File: config.mk
export PLATFORM = sky130hd
export DESIGN_NAME = ccu_top
export DESIGN_NICKNAME = d
export VERILOG_FILES = /design/src/common/ccu_pkg.sv /design/src/common/ccu_pin_if.sv /design/src/hw/ccu_edge_sync.sv /design/src/hw/ccu_top.sv
export SDC_FILE = /design/constraint.sdc
export NUM_CORES = 1
export LEC_CHECK = 0
export ABC_AREA = 1
export BUFFER_PORTS_ARGS = -buffer_cell sky130_fd_sc_hd__clkbuf_2
export CAP_MARGIN = 10
export CORE_MARGIN = 2
export CORE_UTILIZATION = 50
export DETAILED_ROUTE_END_ITERATION = 8
export PLACE_DENSITY_LB_ADDON = 0.15
export RECOVER_POWER = 100
export SLEW_MARGIN = 20
export SYNTH_ARGS = -nofsm -noshare
export SYNTH_HDL_FRONTEND = slang
export SYNTH_SLANG_ARGS = --single-unit
File: constraint.sdc
create_clock -name i_clock -period 5.7 [get_ports i_clock]
set_clock_uncertainty 0.05 [all_clocks]
set_input_delay 0.855 -clock i_clock [delete_from_list [all_inputs] [get_ports i_clock]]
set_output_delay 0.855 -clock i_clock [all_outputs]
set_load 0.05 [all_outputs]
File: src/common/ccu_pkg.sv
package ccu_pkg;
  // Register addresses on the plain register port
  localparam logic [3:0] ADDR_STATUS = 4'h0;
  localparam logic [3:0] ADDR_CNT_HI = 4'h1;
  localparam logic [3:0] ADDR_CNT_LO = 4'h2;
  localparam logic [3:0] ADDR_LIM_HI = 4'h3;
  localparam logic [3:0] ADDR_LIM_LO = 4'h4;
  localparam logic [3:0] ADDR_CH_CTRL [2] = '{4'h5, 4'h8};
  localparam logic [3:0] ADDR_CH_HI [2] = '{4'h6, 4'h9};
  localparam logic [3:0] ADDR_CH_LO [2] = '{4'h7, 4'hA};
  // main_status_control fields
  localparam int ST_FLAG = 7;
  localparam int ST_IE = 6;
  localparam int ST_HALT = 5;
  localparam int ST_RST = 4;
  localparam logic [2:0] CS_EXT = 3'h7;
  // channel_status_control fields
  localparam int CC_FLAG = 7;
  localparam int CC_IE = 6;
  localparam int CC_MB = 5;
  localparam int CC_MA = 4;
  localparam int CC_EB = 3;
  localparam int CC_EA = 2;
  localparam int CC_TOV = 1;
  localparam int CC_MAX = 0;
  // Values after reset
  localparam logic [15:0] LIMIT_RST = 16'hFFFF;
  localparam logic HALT_RST = 1'b1;
  localparam logic [2:0] SEL_RST = 3'h0;
  localparam logic [6:0] CH_CTRL_RST = 7'h00;
  localparam logic [15:0] CH_VAL_RST = 16'h0000;
  // Edge/level codes in output compare mode
  localparam logic [1:0] EL_TOGGLE = 2'h1;
  localparam logic [1:0] EL_CLEAR = 2'h2;
  localparam logic [1:0] EL_SET = 2'h3;
endpackage

File: src/common/ccu_pin_if.sv
`timescale 1ns/1ns
`default_nettype none
interface ccu_pin_if #(parameter int N = 3);
  logic [N-1:0] level;
  logic [N-1:0] rise;
  logic [N-1:0] fall;
  modport drv (output level, output rise, output fall);
  modport use_side (input level, input rise, input fall);
endinterface
`default_nettype wire

File: src/hw/ccu_edge_sync.sv
`timescale 1ns/1ns
`default_nettype none
module ccu_edge_sync #(
  parameter int N = 3
) (
  input wire logic i_clock,
  input wire logic i_rst,
  input wire logic [N-1:0] i_raw,
  ccu_pin_if.drv ps
);
  logic [N-1:0] meta_reg;
  logic [N-1:0] sync_reg;
  logic [N-1:0] prev_reg;

  // Two flops per input, then a third for edge detection
  for (genvar k = 0; k < N; k++) begin : g_in
    always_ff @(posedge i_clock) begin
      if (i_rst) begin
        meta_reg[k] <= 1'b0;
        sync_reg[k] <= 1'b0;
        prev_reg[k] <= 1'b0;
      end else begin
        meta_reg[k] <= i_raw[k];
        sync_reg[k] <= meta_reg[k];
        prev_reg[k] <= sync_reg[k];
      end
    end
    assign ps.level[k] = sync_reg[k];
    assign ps.rise[k] = sync_reg[k] & ~prev_reg[k];
    assign ps.fall[k] = ~sync_reg[k] & prev_reg[k];
  end
endmodule // ccu_edge_sync
`default_nettype wire

File: src/hw/ccu_top.sv
// Added by the designer: the register offsets and the plain strobed port.
`timescale 1ns/1ns
`default_nettype none
module ccu_top import ccu_pkg::*; #(
  parameter int PRE_W = 6
) (
  input wire logic i_clock,
  input wire logic i_rst,
  input wire logic [3:0] i_addr,
  input wire logic [7:0] i_wdata,
  input wire logic i_wr,
  input wire logic i_rd,
  output logic [7:0] o_rdata,
  input wire logic i_ext_clock,
  input wire logic [1:0] i_pin,
  output logic [1:0] o_pin_out,
  output logic [1:0] o_pin_oe,
  output logic o_wrap_irq,
  output logic [1:0] o_ch_irq
);
  ////////////////////////////////////////////////////////////////////////////
  logic [15:0] cnt_reg;
  logic [PRE_W-1:0] pre_reg;
  logic [15:0] lim_reg;
  logic lim_hold_reg;
  logic [2:0] sel_reg;
  logic halt_reg;
  logic wrap_ie_reg;
  logic wrap_flag_reg;
  logic wrap_arm_reg;
  logic [7:0] lo_buf_reg;
  logic lo_latched_reg;
  logic active1_reg;
  logic last1_reg;
  logic [7:0] rdata_reg;
  logic wrap_irq_reg;
  logic [6:0] ctrl_reg [2];
  logic [15:0] val_reg [2];
  logic [1:0] flag_reg;
  logic [1:0] arm_reg;
  logic [1:0] pin_reg;
  logic [1:0] oe_reg;
  logic [1:0] ch_irq_reg;

  logic [PRE_W-1:0] pre_mask;
  logic tick;
  logic at_limit;
  logic wrap_ev;
  logic trst;
  logic link;
  logic wr_status;
  logic [15:0] cmp_val [2];
  logic [1:0] is_oc;
  logic [1:0] is_ic;
  logic [1:0] cap_ev;
  logic [1:0] cmp_ev;
  logic [7:0] rd_mux;

  ccu_pin_if #(.N(3)) pins ();

  ccu_edge_sync #(.N(3)) u_sync (
    .i_clock(i_clock),
    .i_rst(i_rst),
    .i_raw({i_ext_clock, i_pin}),
    .ps(pins.drv)
  );

  ////////////////////////////////////////////////////////////////////////////
  // Clock selection and prescaler
  assign pre_mask = PRE_W'((32'd1 << sel_reg) - 32'd1);
  always_comb begin
    if (halt_reg) begin
      tick = 1'b0;
    end else if (sel_reg == CS_EXT) begin
      tick = pins.rise[2];
    end else begin
      tick = (pre_reg & pre_mask) == pre_mask;
    end
  end

  assign wr_status = i_wr && (i_addr == ADDR_STATUS);
  assign trst = wr_status && i_wdata[ST_RST];
  assign at_limit = (cnt_reg == lim_reg);
  assign wrap_ev = tick && at_limit;
  assign link = ctrl_reg[0][CC_MB];

  always_ff @(posedge i_clock) begin
    if (i_rst || trst) begin
      pre_reg <= '0;
    end else if (!halt_reg) begin
      pre_reg <= pre_reg + PRE_W'(1);
    end
  end

  ////////////////////////////////////////////////////////////////////////////
  // Counter; free-running is simply a limit of all ones
  always_ff @(posedge i_clock) begin
    if (i_rst || trst) begin
      cnt_reg <= 16'h0000;
    end else if (wrap_ev) begin
      cnt_reg <= 16'h0000;
    end else if (tick) begin
      cnt_reg <= cnt_reg + 16'h0001;
    end
  end

  // Main status and control; a read with the flag set arms the clear
  always_ff @(posedge i_clock) begin
    if (i_rst) begin
      halt_reg <= HALT_RST;
      sel_reg <= SEL_RST;
      wrap_ie_reg <= 1'b0;
    end else if (wr_status) begin
      halt_reg <= i_wdata[ST_HALT];
      sel_reg <= i_wdata[2:0];
      wrap_ie_reg <= i_wdata[ST_IE];
    end
  end

  always_ff @(posedge i_clock) begin
    if (i_rst) begin
      wrap_flag_reg <= 1'b0;
      wrap_arm_reg <= 1'b0;
    end else begin
      if (wrap_ev && !lim_hold_reg) begin
        wrap_flag_reg <= 1'b1;
        wrap_arm_reg <= 1'b0;
      end else if (wr_status && wrap_arm_reg && !i_wdata[ST_FLAG]) begin
        wrap_flag_reg <= 1'b0;
        wrap_arm_reg <= 1'b0;
      end else if (i_rd && i_addr == ADDR_STATUS && wrap_flag_reg) begin
        wrap_arm_reg <= 1'b1;
      end else if (wr_status) begin
        wrap_arm_reg <= 1'b0;
      end
    end
  end

  // Limit bytes; a high-byte write holds off the flag until the low byte
  always_ff @(posedge i_clock) begin
    if (i_rst) begin
      lim_reg <= LIMIT_RST;
      lim_hold_reg <= 1'b0;
    end else if (i_wr && i_addr == ADDR_LIM_HI) begin
      lim_reg[15:8] <= i_wdata;
      lim_hold_reg <= 1'b1;
    end else if (i_wr && i_addr == ADDR_LIM_LO) begin
      lim_reg[7:0] <= i_wdata;
      lim_hold_reg <= 1'b0;
    end
  end

  // Reading the high byte freezes the low byte for a coherent pair
  always_ff @(posedge i_clock) begin
    if (i_rst) begin
      lo_buf_reg <= 8'h00;
      lo_latched_reg <= 1'b0;
    end else if (i_rd && i_addr == ADDR_CNT_HI && !lo_latched_reg) begin
      lo_buf_reg <= cnt_reg[7:0];
      lo_latched_reg <= 1'b1;
    end else if (i_rd && i_addr == ADDR_CNT_LO) begin
      lo_latched_reg <= 1'b0;
    end
  end

  ////////////////////////////////////////////////////////////////////////////
  // Linked pair: the pair written last takes over at each wrap
  always_ff @(posedge i_clock) begin
    if (i_rst) begin
      last1_reg <= 1'b0;
    end else if (i_wr && (i_addr == ADDR_CH_HI[1] ||
                          i_addr == ADDR_CH_LO[1])) begin
      last1_reg <= 1'b1;
    end else if (i_wr && (i_addr == ADDR_CH_HI[0] ||
                          i_addr == ADDR_CH_LO[0])) begin
      last1_reg <= 1'b0;
    end
  end

  always_ff @(posedge i_clock) begin
    if (i_rst || !link) begin
      active1_reg <= 1'b0;
    end else if (wrap_ev) begin
      active1_reg <= last1_reg;
    end
  end

  assign cmp_val[0] = (link && active1_reg) ? val_reg[1] : val_reg[0];
  assign cmp_val[1] = val_reg[1];

  ////////////////////////////////////////////////////////////////////////////
  // Channels
  for (genvar n = 0; n < 2; n++) begin : g_ch
    logic released;
    logic [1:0] mode;
    logic [1:0] el;
    assign released = (n == 1) && link;
    assign mode = ctrl_reg[n][CC_MB:CC_MA];
    assign el = ctrl_reg[n][CC_EB:CC_EA];
    assign is_oc[n] = (mode != 2'h0) && !released;
    assign is_ic[n] = (mode == 2'h0) && !released;
    // Captures are inhibited while the counter is halted
    assign cap_ev[n] = is_ic[n] && !halt_reg &&
                       ((el[0] && pins.rise[n]) ||
                        (el[1] && pins.fall[n]));
    assign cmp_ev[n] = is_oc[n] && tick && (cnt_reg == cmp_val[n]);

    always_ff @(posedge i_clock) begin
      if (i_rst) begin
        ctrl_reg[n] <= CH_CTRL_RST;
      end else if (i_wr && i_addr == ADDR_CH_CTRL[n]) begin
        ctrl_reg[n] <= i_wdata[6:0];
      end
    end

    // A capture wins over a software write in the same cycle
    always_ff @(posedge i_clock) begin
      if (i_rst) begin
        val_reg[n] <= CH_VAL_RST;
      end else if (cap_ev[n]) begin
        val_reg[n] <= cnt_reg;
      end else if (i_wr && i_addr == ADDR_CH_HI[n]) begin
        val_reg[n][15:8] <= i_wdata;
      end else if (i_wr && i_addr == ADDR_CH_LO[n]) begin
        val_reg[n][7:0] <= i_wdata;
      end
    end

    always_ff @(posedge i_clock) begin
      if (i_rst) begin
        flag_reg[n] <= 1'b0;
        arm_reg[n] <= 1'b0;
      end else if (cap_ev[n] || cmp_ev[n]) begin
        flag_reg[n] <= 1'b1;
        arm_reg[n] <= 1'b0;
      end else if (i_wr && i_addr == ADDR_CH_CTRL[n] && arm_reg[n] &&
                   !i_wdata[CC_FLAG]) begin
        flag_reg[n] <= 1'b0;
        arm_reg[n] <= 1'b0;
      end else if (i_rd && i_addr == ADDR_CH_CTRL[n] && flag_reg[n]) begin
        arm_reg[n] <= 1'b1;
      end else if (i_wr && i_addr == ADDR_CH_CTRL[n]) begin
        arm_reg[n] <= 1'b0;
      end
    end

    always_ff @(posedge i_clock) begin
      if (i_rst) begin
        ch_irq_reg[n] <= 1'b0;
      end else begin
        ch_irq_reg[n] <= flag_reg[n] && ctrl_reg[n][CC_IE];
      end
    end

    // Pin: wrap toggles first, a compare in the same tick overrides it.
    // With full duty set the compare is ignored and the pin is held at
    // the pulse level, so the pulse covers the whole period.
    always_ff @(posedge i_clock) begin
      if (i_rst) begin
        pin_reg[n] <= 1'b0;
        oe_reg[n] <= 1'b0;
      end else begin
        oe_reg[n] <= is_oc[n] && (el != 2'h0);
        if (is_oc[n]) begin
          if (cmp_ev[n] && !ctrl_reg[n][CC_MAX]) begin
            unique case (el)
              EL_TOGGLE: pin_reg[n] <= ~pin_reg[n];
              EL_CLEAR: pin_reg[n] <= 1'b0;
              EL_SET: pin_reg[n] <= 1'b1;
              default: pin_reg[n] <= pin_reg[n];
            endcase
          end else if (wrap_ev && ctrl_reg[n][CC_TOV]) begin
            if (ctrl_reg[n][CC_MAX]) begin
              pin_reg[n] <= ~el[0];
            end else begin
              pin_reg[n] <= ~pin_reg[n];
            end
          end
        end
      end
    end
  end

  ////////////////////////////////////////////////////////////////////////////
  // Register read port
  always_comb begin
    rd_mux = 8'h00;
    unique case (i_addr)
      ADDR_STATUS: rd_mux = {wrap_flag_reg, wrap_ie_reg, halt_reg, 2'b00,
                             sel_reg};
      ADDR_CNT_HI: rd_mux = cnt_reg[15:8];
      ADDR_CNT_LO: rd_mux = lo_latched_reg ? lo_buf_reg : cnt_reg[7:0];
      ADDR_LIM_HI: rd_mux = lim_reg[15:8];
      ADDR_LIM_LO: rd_mux = lim_reg[7:0];
      ADDR_CH_CTRL[0]: rd_mux = {flag_reg[0], ctrl_reg[0]};
      ADDR_CH_HI[0]: rd_mux = val_reg[0][15:8];
      ADDR_CH_LO[0]: rd_mux = val_reg[0][7:0];
      ADDR_CH_CTRL[1]: rd_mux = {flag_reg[1], ctrl_reg[1]};
      ADDR_CH_HI[1]: rd_mux = val_reg[1][15:8];
      ADDR_CH_LO[1]: rd_mux = val_reg[1][7:0];
      default: rd_mux = 8'h00;
    endcase
  end

  always_ff @(posedge i_clock) begin
    if (i_rst) begin
      rdata_reg <= 8'h00;
    end else begin
      rdata_reg <= i_rd ? rd_mux : 8'h00;
    end
  end

  always_ff @(posedge i_clock) begin
    if (i_rst) begin
      wrap_irq_reg <= 1'b0;
    end else begin
      wrap_irq_reg <= wrap_flag_reg && wrap_ie_reg;
    end
  end

  assign o_rdata = rdata_reg;
  assign o_pin_out = pin_reg;
  assign o_pin_oe = oe_reg;
  assign o_wrap_irq = wrap_irq_reg;
  assign o_ch_irq = ch_irq_reg;
endmodule // ccu_top
`default_nettype wire

# Word level (Yosys, flattened, before mapping)
# Memories as Yosys holds them, arrays and structs flattened.
# Index checks and enable logic that the tools add are counted.
[op_classes] addsub=3 n_eq_ne=23 shifts=1 mux=71 bitwise_logic=25 n_reduce_logical=94
[op_table] op="8-bit case mux with 11 select lines" n=1
[op_table] op="1-bit two-way mux" n=58
[op_table] op="1-bit logical AND" n=53
[op_table] op="16-bit == test" n=3
[op_table] op="16-bit two-way mux" n=3
[op_table] op="8-bit two-way mux" n=5
[op_table] op="2-bit nonzero test" n=15
[op_table] op="16-bit by 1-bit adder with 16-bit output (second input constant)" n=1
[op_table] op="4-bit by 3-bit == test with 1-bit output (second input constant)" n=4
[op_table] op="7-bit two-way mux" n=2
[op_table] op="4-bit == test (second input constant)" n=3
[op_table] op="1-bit inverter" n=11
[op_table] op="3-bit OR reduction" n=3
[op_table] op="2-bit == test (second input constant)" n=4
[op_table] op="4-bit by 2-bit == test with 1-bit output (second input constant)" n=2
[op_table] op="1-bit logical OR" n=8
[op_table] op="4-bit by 1-bit != test with 1-bit output (second input constant)" n=2
[op_table] op="1-bit bitwise OR" n=8
[op_table] op="1-bit logical NOT" n=7
[op_table] op="6-bit by 1-bit adder with 6-bit output (second input constant)" n=1
[op_table] op="6-bit bitwise AND" n=1
[op_table] op="6-bit == test" n=1
[op_table] op="1-bit case mux with 3 select lines" n=2
[op_table] op="3-bit AND reduction" n=2
[op_table] op="other kinds (10)" n=17
[totals] register_bits=85 ram_bits=46 mem_count=2
[mem_list] name="val_reg" depth=2 width=16 rd=2 rd_clocked_by_memory_dff=0 wr=2 line_no="ccu_top.sv:38" source="logic [15:0] val_reg [2];"
[mem_list] name="ctrl_reg" depth=2 width=7 rd=2 rd_clocked_by_memory_dff=0 wr=2 line_no="ccu_top.sv:37" source="logic [6:0] ctrl_reg [2];"

# Longest topological paths before layout
# Gate-level depths: netlist of the first run.
[depth] ltp_word=11 ltp_mapped=17 depth_no_buf=15

# Cells and area by module
# A second synthesis of the first run with hierarchy kept.
[hier_totals] hier_cells=975 area_unflattened_um2=7064.3
[modules_own_cells] module="ccu_top" n_inst=1 cells_per_inst=938 area_per_inst_um2=6771.5
[modules_own_cells] module="ccu_edge_sync" n_inst=1 cells_per_inst=37 area_per_inst_um2=292.8

# Worst setup path before layout of the first run
# No wires, ideal clock.
[synth_timing] path_kind="input-to-reg" from="input port i_addr[2]" to="memory ctrl_reg[0][0] (enable)" setup_ps=381 arrival_time_ps=2109 required_time_ps=5269 path_slack_ps=3161 path_stages=6 path_buffers=0 cell_sequence="inv_1 -> nor2_2 -> inv_1 -> nor2_1 -> inv_1 -> o21ai_0"
[synth_rtl] element="start: declaration" line_no="ccu_top.sv:9" source="input wire logic [3:0] i_addr,"
[synth_rtl] element="end: declaration" line_no="ccu_top.sv:37"

==> metrics.md, run 1 <==
| Metric | Value |
|---|---|
| Crit-path max cell delay | `0.90 ns` |
| Fillers | `~1400` |
| CTS tree | `done` |
| Post-DR wirelength/cell | `21.7 um` |
| CP max-delay cell | `clkbuf_1` |
| Final Max Slew Viols | `0` |
| Ant. Diodes | `0` |
| Post-route DRC | `0` |
| Core Rows | `43` |
| Achievable Freq | `266 MHz` |
| Hold Fails Final Rpt | `0` |
| Status | `finished, final reports clean` |
| Final Cycle Share | `0.659` |
| Nets | `1011` |
| Largest net degree at the start of global routing | `43` |
| Clock Sinks | `approximately 130` |
| DP HPWL | `18600 um` |
| Setup CP Type | `reg2reg` |
| Via-to-Cell Ratio | `between 5 and 6` |
| Slew margin rel. | `0.175` |
| Gr usage total | `0.346` |
| CP arrival | `4.02 ns` |
| Clk root buf | `clkbuf_16` |
| CP top delay family | `simple AND/OR/NAND/NOR gates` |
| Seq/Total Area, Yosys | `0.435` |
| Setup_tns | `0 ns` |
| Post_cts resized | `0` |
| CP Cell Sequence | `clkbuf_1 > nand2_1 > nand2_1 > nand2_1 > nand2_1 > nand2_1 > nor2_1 > nand2_1 > nor2_1 > nand4_1 > nand3_1 > nand2_1 > nand2_1 > nor2_1` |
| Drt pass-1 iters | `6` |
| Yosys reg bits | `131` |
| Max Cap Viol | `0` |
| Syn Nets | `around 990` |
| R2R setup slack | `1.94 ns` |
| Crit. Startpoint | `ctrl_reg[0][5]$_SDFFCE_PN0P_` |
| R2R cell count | `14` |
| Placed cell area | `0.00732 mm2` |
| Die outline width | `123 um` |
| Final RePlAce weighted congestion | `1.05` |
| Area occupied by multi-input gates | `about 0.0033 mm2` |
| First-pass GRT wire length | `37600 um` |
| CTS buffer count | `17` |
| Power per cell area | `292 mW/mm2` |
| RSZ-0062 raised after global routing | `no` |
| CP required | `5.96 ns` |
| Setup Viol. Count Final | `0` |
| Hold Path Class | `reg2reg` |
| Synthesized area | `just over 0.007 mm2` |
| Ports | `34` |
| GRT overflow | `0` |
| # hold bufs at CTS | `0` |
| Most frequent cells in the layout | `nand2_1, inv_1, nor2_1` |
| Worst skew pair latency | `0.42 ns` |
| Worst-path clk slew | `approximately 0.06 ns` |
| Fin cells | `1181` |
| Synth Warn # | `0` |
| CP Launch Type | `register` |
| Critical Path Sink | `o_pin_out[0]$_SDFFE_PP0P_` |
| CP dominant cell by count | `nand2_1` |
| Placeable Area | `0.0139 mm2` |
| Cell variety after synth | `40` |
| Post-CTS Setup Bufs | `0` |
| Most common cell after layout, fill and taps aside | `nand2_1` |
| Post-synthesis instance total | `966` |
| Initial Util | `0.511` |
| Die ar. | `between 0.015 and 0.02 mm2` |
| Max reg flops | `32` |
| Final critical-path required period | `~3.8 ns` |
| Static leakage power | `around 0.0033 uW` |
| Die H | `123 um` |
| 1st-iter DRT viols | `987` |
| Cell count along the critical path | `14` |
| Crit path buf inv count | `1` |
| Area growth, synth to finish | `11.0%` |
| Vias | `7042` |
| Seq. cell area | `approximately 0.0031 mm2` |
| Max IR drop VDD | `0.218 mV` |
| H-tree Lvls | `4` |
| Antenna violations before repair | `0` |
| Critical R2R Capture | `o_pin_out[0]$_SDFFE_PP0P_` |
| Average footprint of a synthesized cell | `7.34 um2` |
| DP Cell Count | `1149` |
| RR Startpoint | `ctrl_reg[0][5]$_SDFFCE_PN0P_` |
| Vias in the first global route | `6368` |
| Final ANT Viol Nets | `0` |
| Final wirelength | `25600 um` |
| Share of cells above drive strength 1 | `0.0589` |
| Clock tree buffer depth | `2` |
| Crit path capture type | `register` |
| CP Max Fanout | `22` |
| Port-buffer cells | `33` |
| Least-Margin Pin Slew | `about 1.2 ns` |
| Final Instance Area | `0.00787 mm2` |
-- metrics by stage --
step | worst slack (ns) | total power (uW) | hold slack, ns | utilization
after floorplan | 3.16 | 1140 | 0.338 | -
after global placement | 2.60 | 1200 | 0.339 | 0.527
after detailed placement | 2.52 | 1200 | 0.345 | 0.527
after CTS | 2.88 | 2290 | 0.355 | 0.570
after global routing | 1.75 | 2350 | 0.369 | 0.567
final | 1.94 | 2300 | 0.353 | 0.567
-- worst reg2reg max path: stages (launching register included) --
cell and delay [ns]:
edfxtp_1 0.32, clkbuf_1 0.90, nand2_1 0.85, nand2_1 0.39, nand2_1 0.08, nand2_1 0.08, nand2_1 0.06, nor2_1 0.10
nand2_1 0.07, nor2_1 0.32, nand4_1 0.15, nand3_1 0.12, nand2_1 0.06, nand2_1 0.05, nor2_1 0.05
-- routing by layer --
| metal | part of all wire | global-route usage |
|---|---|---|
| met1 | 0.40 | 0.466 |
| met2 | 0.44 | 0.525 |
| met3 | 0.11 | 0.0747 |
| met4 | 0.051 | 0.176 |
| met5 | 0 | 0 |
-- cell type report --
class                      count  area share
multi-input combinational    660       0.417
inverter                     143      0.0682
clock inverter                 9      0.0159
tap                          180      0.0286
clock buffer                  23      0.0596
timing repair buffer          35      0.0194
sequential                   131       0.392
-- worst min path at each step --
stage                                        startpoint                       endpoint  slack, ns  depth (start not counted)
after floorplan           u_sync.meta_reg[0]$_SDFF_PP0_  u_sync.ps.level[0]$_SDFF_PP0_       0.34                          2
after global placement    u_sync.meta_reg[0]$_SDFF_PP0_  u_sync.ps.level[0]$_SDFF_PP0_       0.34                          2
after detailed placement  u_sync.meta_reg[1]$_SDFF_PP0_  u_sync.ps.level[1]$_SDFF_PP0_       0.34                          2
after CTS                 u_sync.meta_reg[2]$_SDFF_PP0_  u_sync.ps.level[2]$_SDFF_PP0_       0.35                          2
after global routing      u_sync.meta_reg[2]$_SDFF_PP0_  u_sync.ps.level[2]$_SDFF_PP0_       0.37                          2
final                     u_sync.meta_reg[2]$_SDFF_PP0_  u_sync.ps.level[2]$_SDFF_PP0_       0.35                          2
-- cells in the mapped netlist (all sizes together) --
cell type  count  area share
nand3         86       0.061
o2111ai        2      0.0025
o221ai         1      0.0012
xor2          12       0.015
ha             4      0.0071
a221oi        16       0.020
nand2        217        0.12
o2bb2ai        1      0.0012
o21bai         1      0.0011
clkbuf        16      0.0088
nor4           1     0.00088
a31oi          2      0.0018
o22ai         48       0.042
nand4         20       0.018
nor2         110       0.061
a21oi         48       0.034
or2            3      0.0026
o31ai          4      0.0042
a32oi          2      0.0025
edfxtp        46        0.19
xnor2          6      0.0074
buf           16       0.016
o211ai        11       0.012
o21ai         38       0.027
dfxtp         85        0.24
clkinv         4      0.0021
nor3          21       0.020
a211oi         4      0.0042
inv          139       0.074
nor3b          2      0.0021
-- power breakdown --
part           internal, uW  switching, uW  leakage [uW]
logic                  41.2            128       0.00187
registers               995           23.5       0.00115
clock network           712            399      0.000293
total                  1750            550       0.00331
-- cells by family (layout without fill, tap and decap cells) --
group           Yosys count  after routing  synth area share
xor+xnor                 18             18            0.0222
compound gates          178            178             0.153
simple gates            460            460             0.282
flops                   131            131             0.435
fa+ha+maj                 4              4           0.00706
buf+inv                 175            210             0.101
No activity file was read; power rests on OpenSTA's default activity.
==> run 2: changes to the inputs <==
--- a/config.mk
+++ b/config.mk
@@ -5,7 +5,7 @@
 export SDC_FILE = /design/constraint.sdc
 export NUM_CORES = 1
 export LEC_CHECK = 0
-export ABC_AREA = 1
+export ABC_AREA = 0
 export BUFFER_PORTS_ARGS = -buffer_cell sky130_fd_sc_hd__clkbuf_2
 export CAP_MARGIN = 10
 export CORE_MARGIN = 2
==> constraint.sdc (replaced) <==
create_clock -name i_clock -period 3.67 [get_ports i_clock]
set_clock_uncertainty 0.05 [all_clocks]
set_input_delay 0.5505 -clock i_clock [delete_from_list [all_inputs] [get_ports i_clock]]
set_output_delay 0.5505 -clock i_clock [all_outputs]
set_load 0.05 [all_outputs]
==> metrics.md, run 2 <==
| Metric | Value |
|---|---|
| Max IR drop VDD | `0.316 mV (was 0.218 mV)` |
| DP HPWL | `18800 um (was 18600 um)` |
| Least-Margin Pin Slew | `1.79 ns (was 1.24 ns)` |
| Hold Fails Final Rpt | `0 (unchanged)` |
| Area share of the largest cell type after synthesis | `0.239 (was 0.240)` |
| Max Cap Viol | `1 (was 0)` |
| Clk root buf | `clkbuf_16 (unchanged)` |
| Antenna violations before repair | `0 (unchanged)` |
| Worst skew pair latency | `0.43 ns (was 0.42 ns)` |
| Die ar. | `0.0152 mm2 (about the same)` |
| Post-DR wirelength/cell | `26.2 um (was 21.7 um)` |
| Drt pass-1 iters | `5 (was 6)` |
| Post-synth ARST share | `0 (unchanged)` |
| Top FF cell, synth | `dfxtp_1 (unchanged)` |
| Power per cell area | `450 mW/mm2 (was 292 mW/mm2)` |
| Final ANT Viol Nets | `0 (unchanged)` |
| Setup Viol. Count Final | `0 (unchanged)` |
| Critical R2R Capture | `o_pin_out[0]$_SDFFE_PP0P_ (unchanged)` |
| Top cells by count, synth | `dfxtp_1, nand2_1, nor2_1, edfxtp_1 (was nand2_1, inv_1, nor2_1, nand3_1, dfxtp_1)` |
| Vias in the first global route | `5952 (was 6368)` |
| Setup CP Type | `reg2reg (unchanged)` |
| Gr usage total | `0.348 (was 0.346)` |
| Achievable Freq | `316 MHz (was 266 MHz)` |
| RR Startpoint | `ctrl_reg[0][5]$_SDFFCE_PN0P_ (unchanged)` |
| 1st-iter DRT viols | `830 (was 987)` |
| Most common cell after layout, fill and taps aside | `dfxtp_1 (was nand2_1)` |
| Post_cts resized | `0 (unchanged)` |
| Pwr Total | `3560 uW (was 2300 uW)` |
| Hold Path Origin | `i_ext_clock (was u_sync.meta_reg[2]$_SDFF_PP0_)` |
| R2R cell count | `8 (was 14)` |
| RSZ-0062 raised after global routing | `no (unchanged)` |
| Core Rows | `43 (unchanged)` |
| Nets | `806 (was 1011)` |
| Final Max Slew Viols | `46 (was 0)` |
| Clock tree buffer depth | `2 (unchanged)` |
| Worst-path clk slew | `0.06 ns (about the same)` |
| Most frequent cells in the layout | `dfxtp_1, nand2_1, nor2_1 (was nand2_1, inv_1, nor2_1)` |
| Crit path capture type | `register (unchanged)` |
| Post-CTS Setup Bufs | `0 (unchanged)` |
| Port-buffer cells | `33 (unchanged)` |
| CP Launch Type | `register (unchanged)` |
| Syn Nets | `798 (was 989)` |
| Ant. Diodes | `0 (unchanged)` |
| Setup_tns | `0 ns (unchanged)` |
| Final critical-path required period | `3.16 ns (was 3.76 ns)` |
| R2R setup slack | `0.51 ns (was 1.94 ns)` |
| CP arrival | `3.36 ns (was 4.02 ns)` |
| Final RePlAce weighted congestion | `1.02 (was 1.05)` |
| Hold_ws | `0.288 ns (was 0.353 ns)` |
| Area growth, synth to finish | `11.2% (was 11.0%)` |
| Average footprint of a synthesized cell | `9.19 um2 (was 7.34 um2)` |
| Post-route DRC | `0 (unchanged)` |
| First-pass GRT wire length | `37300 um (was 37600 um)` |
| Static leakage power | `0.00292 uW (was 0.00331 uW)` |
| Share of cells above drive strength 1 | `0.0980 (was 0.0589)` |
| Sink of the worst hold path | `u_sync.meta_reg[2]$_SDFF_PP0_ (was u_sync.ps.level[2]$_SDFF_PP0_)` |
| Largest cells by area after synthesis | `dfxtp_1, edfxtp_1, xnor2_1, a22o_1, nand2_1 (was dfxtp_1, edfxtp_1, nand2_1, inv_1, nand3_1)` |
| Hold path depth | `2 (unchanged)` |
| CTS tree | `done (unchanged)` |
| Synth Warn # | `0 (unchanged)` |
| Die outline width | `123 um (about the same)` |
| Hold Path Class | `in2reg (was reg2reg)` |
| Post-synth EDFFs | `46 (unchanged)` |
| Via-to-Cell Ratio | `6.49 (was 5.96)` |
| Cell variety after synth | `72 (was 40)` |
| Ports | `34 (unchanged)` |
| Post-synthesis cell type with the largest combined area | `dfxtp_1 (unchanged)` |
| GRT overflow | `0 (unchanged)` |
| Max reg flops | `32 (unchanged)` |
| H-tree Lvls | `4 (unchanged)` |
| Status | `finished, violations left (was finished, final reports clean)` |
| CP Max Fanout | `14 (was 22)` |
| CTS buffer count | `17 (unchanged)` |
| Post-synthesis instance total | `775 (was 966)` |
| Slew margin rel. | `-0.194 (was 0.175)` |
| Vias | `6331 (was 7042)` |
| Final wirelength | `25500 um (was 25600 um)` |
| # hold bufs at CTS | `0 (unchanged)` |
| Most used standard cell by instance count after synthesis | `dfxtp_1 (was nand2_1)` |
| CP required | `3.87 ns (was 5.96 ns)` |
| Largest net degree at the start of global routing | `46 (was 43)` |
| Seq/Total Area, Yosys | `0.433 (was 0.435)` |
| Clock Sinks | `131 (unchanged)` |
| Die H | `123 um (about the same)` |
| Synthesized area | `0.00712 mm2 (was 0.00709 mm2)` |
| Yosys reg bits | `131 (unchanged)` |
| Placeable Area | `0.0139 mm2 (unchanged)` |
| Failing checks | `capacitance limit, slew limit` |
| Util after Layout | `0.570 (was 0.567)` |
| Initial Util | `0.513 (was 0.511)` |
| Final Cycle Share | `0.861 (was 0.659)` |
-- run 2: stage by stage --
stage,area [um2],std cells,setup WS [ns]
after floorplan,7120,775,1.29
after global placement,7380,944,0.963
after detailed placement,7380,944,0.925
after CTS,7970,976,0.969
after global routing,7920,976,0.452
final,7920,976,0.510
-- run 2: final cells by class --
cell class | count | area (um2)
fill | 1243 | 5960
multi-input combinational | 562 | 3670
sequential | 131 | 3080
clock buffer | 22 | 485
timing repair buffer | 54 | 280
tap | 180 | 225
clock inverter | 10 | 105
inverter | 17 | 63.8
-- run 2: power breakdown --
part / total, uW / switching [uW] / internal (uW)
clock network: 1710 / 643 / 1070
logic: 258 / 180 / 77.6
registers: 1590 / 52.1 / 1540
total: 3560 / 875 / 2690
-- run 2: worst max-delay path by stage --
stage / start / end / slack [ns] / cells past startpoint
2_1_floorplan: i_addr[3] / val_reg[1][0]$_SDFFCE_PN0P_ / 1.29 / 7
3_3_place_gp: ctrl_reg[1][2]$_SDFFCE_PN0P_ / val_reg[1][15]$_SDFFCE_PN0P_ / 0.96 / 6
3_5_place_dp: i_addr[0] / ctrl_reg[0][2]$_SDFFCE_PN0P_ / 0.92 / 6
4_1_cts: halt_reg$_SDFFE_PP1P_ / val_reg[1][10]$_SDFFCE_PN0P_ / 0.97 / 5
5_1_grt: i_addr[3] / cnt_reg[3]$_SDFFE_PP0P_ / 0.45 / 6
6_report: ctrl_reg[0][5]$_SDFFCE_PN0P_ / o_pin_out[0]$_SDFFE_PP0P_ / 0.51 / 8
-- run 2: per-layer routing --
| metal | up-vias | global-route usage | wire [um] |
|---|---|---|---|
| met1 | 3069 | 0.486 | 10800 |
| met5 | - | 0 | 0 |
| met3 | 78 | 0.0849 | 2470 |
| met4 | 0 | 0.165 | 1210 |
| li1 | 2806 | - | - |
| met2 | 378 | 0.504 | 11000 |
-- run 2: cell families after synthesis --
group / after synthesis / share of synthesized area
flops: 131 / 0.433
buf+inv: 82 / 0.0501
compound gates: 162 / 0.170
xor+xnor: 57 / 0.0701
mux: 29 / 0.0416
fa+ha+maj: 4 / 0.00703
simple gates: 310 / 0.228
-- run 2: worst max-delay path, cell delays in order (launching register included) --
cell and delay, ns:
edfxtp_1 0.45, buf_4 0.26, nand2_2 0.27, a2111oi_0 0.42
a21oi_1 0.09, nor3_1 0.83, and3_2 0.37, o211a_1 0.18
o31ai_2 0.06
==> run 3: changes to the inputs <==
--- a/config.mk
+++ b/config.mk
@@ -8,6 +8,7 @@
 export ABC_AREA = 0
 export BUFFER_PORTS_ARGS = -buffer_cell sky130_fd_sc_hd__clkbuf_2
 export CAP_MARGIN = 10
+export CORE_ASPECT_RATIO = 0.5
 export CORE_MARGIN = 2
 export CORE_UTILIZATION = 50
 export DETAILED_ROUTE_END_ITERATION = 8
==> constraint.sdc (replaced) <==
create_clock -name i_clock -period 3.67 [get_ports i_clock]
set_clock_uncertainty 0.05 [all_clocks]
set_input_delay 0.5505 -clock i_clock [delete_from_list [all_inputs] [get_ports i_clock]]
set_output_delay 0.5505 -clock i_clock [all_outputs]
set_load 0.1 [all_outputs]
==> metrics.md, run 3 (same netlist as run 2, synthesis figures left out) <==
| Metric | Value |
|---|---|
| Status | `finished, final reports clean (was finished, violations left)` |
| Setup Viol. Count Final | `0 (unchanged)` |
| Placeable Area | `0.0137 mm2 (was 0.0139 mm2)` |
| CTS buffer count | `17 (unchanged)` |
| Die ar. | `0.0153 mm2 (was 0.0152 mm2)` |
| First-pass GRT wire length | `37800 um (was 37300 um)` |
| Die H | `88.4 um (was 123 um)` |
| Least-Margin Pin Slew | `1.43 ns (was 1.79 ns)` |
| Area growth, synth to finish | `11.8% (was 11.2%)` |
| Clock tree buffer depth | `2 (unchanged)` |
| RSZ-0062 raised after global routing | `no (unchanged)` |
| CP Max Fanout | `21 (was 14)` |
| Worst-path clk slew | `0.06 ns (about the same)` |
| Achievable Freq | `333 MHz (was 316 MHz)` |
| Initial Util | `0.518 (was 0.513)` |
| Hold_ws | `0.290 ns (was 0.288 ns)` |
| Die outline width | `173 um (was 123 um)` |
| Max Cap Viol | `0 (was 1)` |
| CP max-delay cell | `clkbuf_1 (was nor3_1)` |
| Setup_tns | `0 ns (unchanged)` |
| Max IR drop VDD | `0.290 mV (was 0.316 mV)` |
| CP Cell Sequence | `clkbuf_1 > nor2b_1 > clkbuf_1 > nand2_1 > nor4_2 > a22o_2 (was buf_4 > nand2_2 > a2111oi_0 > a21oi_1 > nor3_1 > and3_2 > o211a_1 > o31ai_2)` |
| Nets | `806 (unchanged)` |
| 1st-iter DRT viols | `791 (was 830)` |
| Final Max Slew Viols | `0 (was 46)` |
| CP required | `3.92 ns (was 3.87 ns)` |
| CP Launch Type | `input pin (was register)` |
| CP arrival | `3.26 ns (was 3.36 ns)` |
| GRT overflow | `0 (unchanged)` |
| Most common cell after layout, fill and taps aside | `dfxtp_1 (unchanged)` |
| Port-buffer cells | `33 (unchanged)` |
| Fillers | `1229 (was 1243)` |
| Hold path depth | `2 (unchanged)` |
| Vias in the first global route | `5761 (was 5952)` |
| Ant. Diodes | `0 (unchanged)` |
| Final wirelength | `26100 um (was 25500 um)` |
| CTS tree | `done (unchanged)` |
| Gr usage total | `0.349 (was 0.348)` |
| Post-CTS Setup Bufs | `0 (unchanged)` |
| Post-route DRC | `0 (unchanged)` |
| Drt pass-1 iters | `6 (was 5)` |
| Slew margin rel. | `0.0487 (was -0.194)` |
| Max reg flops | `32 (unchanged)` |
| Core Rows | `30 (was 43)` |
| Ports | `34 (unchanged)` |
| Via-to-Cell Ratio | `6.40 (was 6.49)` |
| Antenna violations before repair | `0 (unchanged)` |
| Largest net degree at the start of global routing | `33 (was 46)` |
| Clk root buf | `clkbuf_16 (unchanged)` |
| Most frequent cells in the layout | `dfxtp_1, nand2_1, nor2_1 (unchanged)` |
| Crit path buf inv count | `2 (was 1)` |
| Placed cell area | `0.00739 mm2 (was 0.00738 mm2)` |
| Clock Sinks | `131 (unchanged)` |
| Final Instance Area | `0.00797 mm2 (was 0.00792 mm2)` |
| Share of cells above drive strength 1 | `0.106 (was 0.0980)` |
| Hold Fails Final Rpt | `0 (unchanged)` |
| Cell count along the critical path | `6 (was 8)` |
| Final Cycle Share | `0.819 (was 0.861)` |
| Hold Path Class | `in2reg (unchanged)` |
| CP dominant cell by count | `clkbuf_1` |
| Setup CP Type | `in2reg (was reg2reg)` |
| Worst skew pair latency | `0.43 ns (about the same)` |
| Final RePlAce weighted congestion | `1.04 (was 1.02)` |
| # hold bufs at CTS | `0 (unchanged)` |
| Crit-path max cell delay | `0.66 ns (was 0.83 ns)` |
| Vias | `6321 (was 6331)` |
| Util after Layout | `0.580 (was 0.570)` |
| Final critical-path required period | `3.01 ns (was 3.16 ns)` |
| Crit path capture type | `register (unchanged)` |
| Post_cts resized | `0 (unchanged)` |
| DP HPWL | `19200 um (was 18800 um)` |
| Post-DR wirelength/cell | `26.4 um (was 26.2 um)` |
| Power per cell area | `456 mW/mm2 (was 450 mW/mm2)` |
| R2R cell count | `7 (was 8)` |
| CP top delay family | `buffers and inverters (was simple AND/OR/NAND/NOR gates)` |
| Static leakage power | `0.00293 uW (was 0.00292 uW)` |
| H-tree Lvls | `4 (unchanged)` |
| Final ANT Viol Nets | `0 (unchanged)` |
==> run 3: changes by cell type in the layout (fill, tap and decap cells not counted), moves of 2 or more <==
cell / delta
clkinv_1: -3
clkinvlp_4: +2
clkbuf_1: -3
clkinv_2: -2
inv_6: +2
clkbuf_2: +3
clkbuf_8: +2
==> run 3: worst register-to-register path, cell delays in order (launching register included) <==
cell	delay, ns
edfxtp_1	0.72
nand2_1	0.54
a211o_1	0.40
a2111oi_2	0.38
o2111a_2	0.30
and3_2	0.22
o211a_1	0.18
o31ai_2	0.06
==> run 3: path summary, 6_finish.rpt <==
| kind | from | slack (ns) | to |
|---|---|---|---|
| max | i_addr[2] | 0.66 | val_reg[0][12]$_DFFE_PP_ |
| min | i_pin[0] | 0.29 | u_sync.meta_reg[0]$_SDFF_PP0_ |
| max reg2reg | ctrl_reg[0][5]$_SDFFCE_PN0P_ | 0.69 | o_pin_out[0]$_SDFFE_PP0P_ |
| min reg2reg | u_sync.meta_reg[0]$_SDFF_PP0_ | 0.40 | u_sync.ps.level[0]$_SDFF_PP0_ |
==> run 3: power breakdown <==
group / switching [uW] / internal [uW] / leakage [uW] / total (uW)
Combinational: 194 / 78.3 / 0.00147 / 273
Sequential: 57.9 / 1540 / 0.00116 / 1600
Clock: 665 / 1090 / 0.000304 / 1760
==> run 3: area by class of cell <==
type	instances	area, um2	area share
clock buffers	24	536	0.0672
clock inverters	8	83.8	0.0105
inverters	17	63.8	0.00801
multi-input cells	562	3680	0.462
flip-flops and latches	131	3080	0.387
well taps	192	240	0.0302
repair buffers	54	279	0.0350
==> run 3: per-layer routing <==
metal,routed length (um),vias up,track usage
met2,10300,373,0.490
met1,11900,3097,0.511
li1,-,2821,-
met4,325,0,0.0801
met3,3620,30,0.126
met5,0,-,0
==> run 3: through the flow <==
step / setup WS, ns / std cells / total power [uW]
floorplan: 1.29 / 775 / 1790
global placement: 0.999 / 956 / 1890
detailed placement: 0.985 / 956 / 1890
CTS: 0.968 / 988 / 3640
global route: 0.393 / 988 / 3720
finish: 0.663 / 988 / 3630
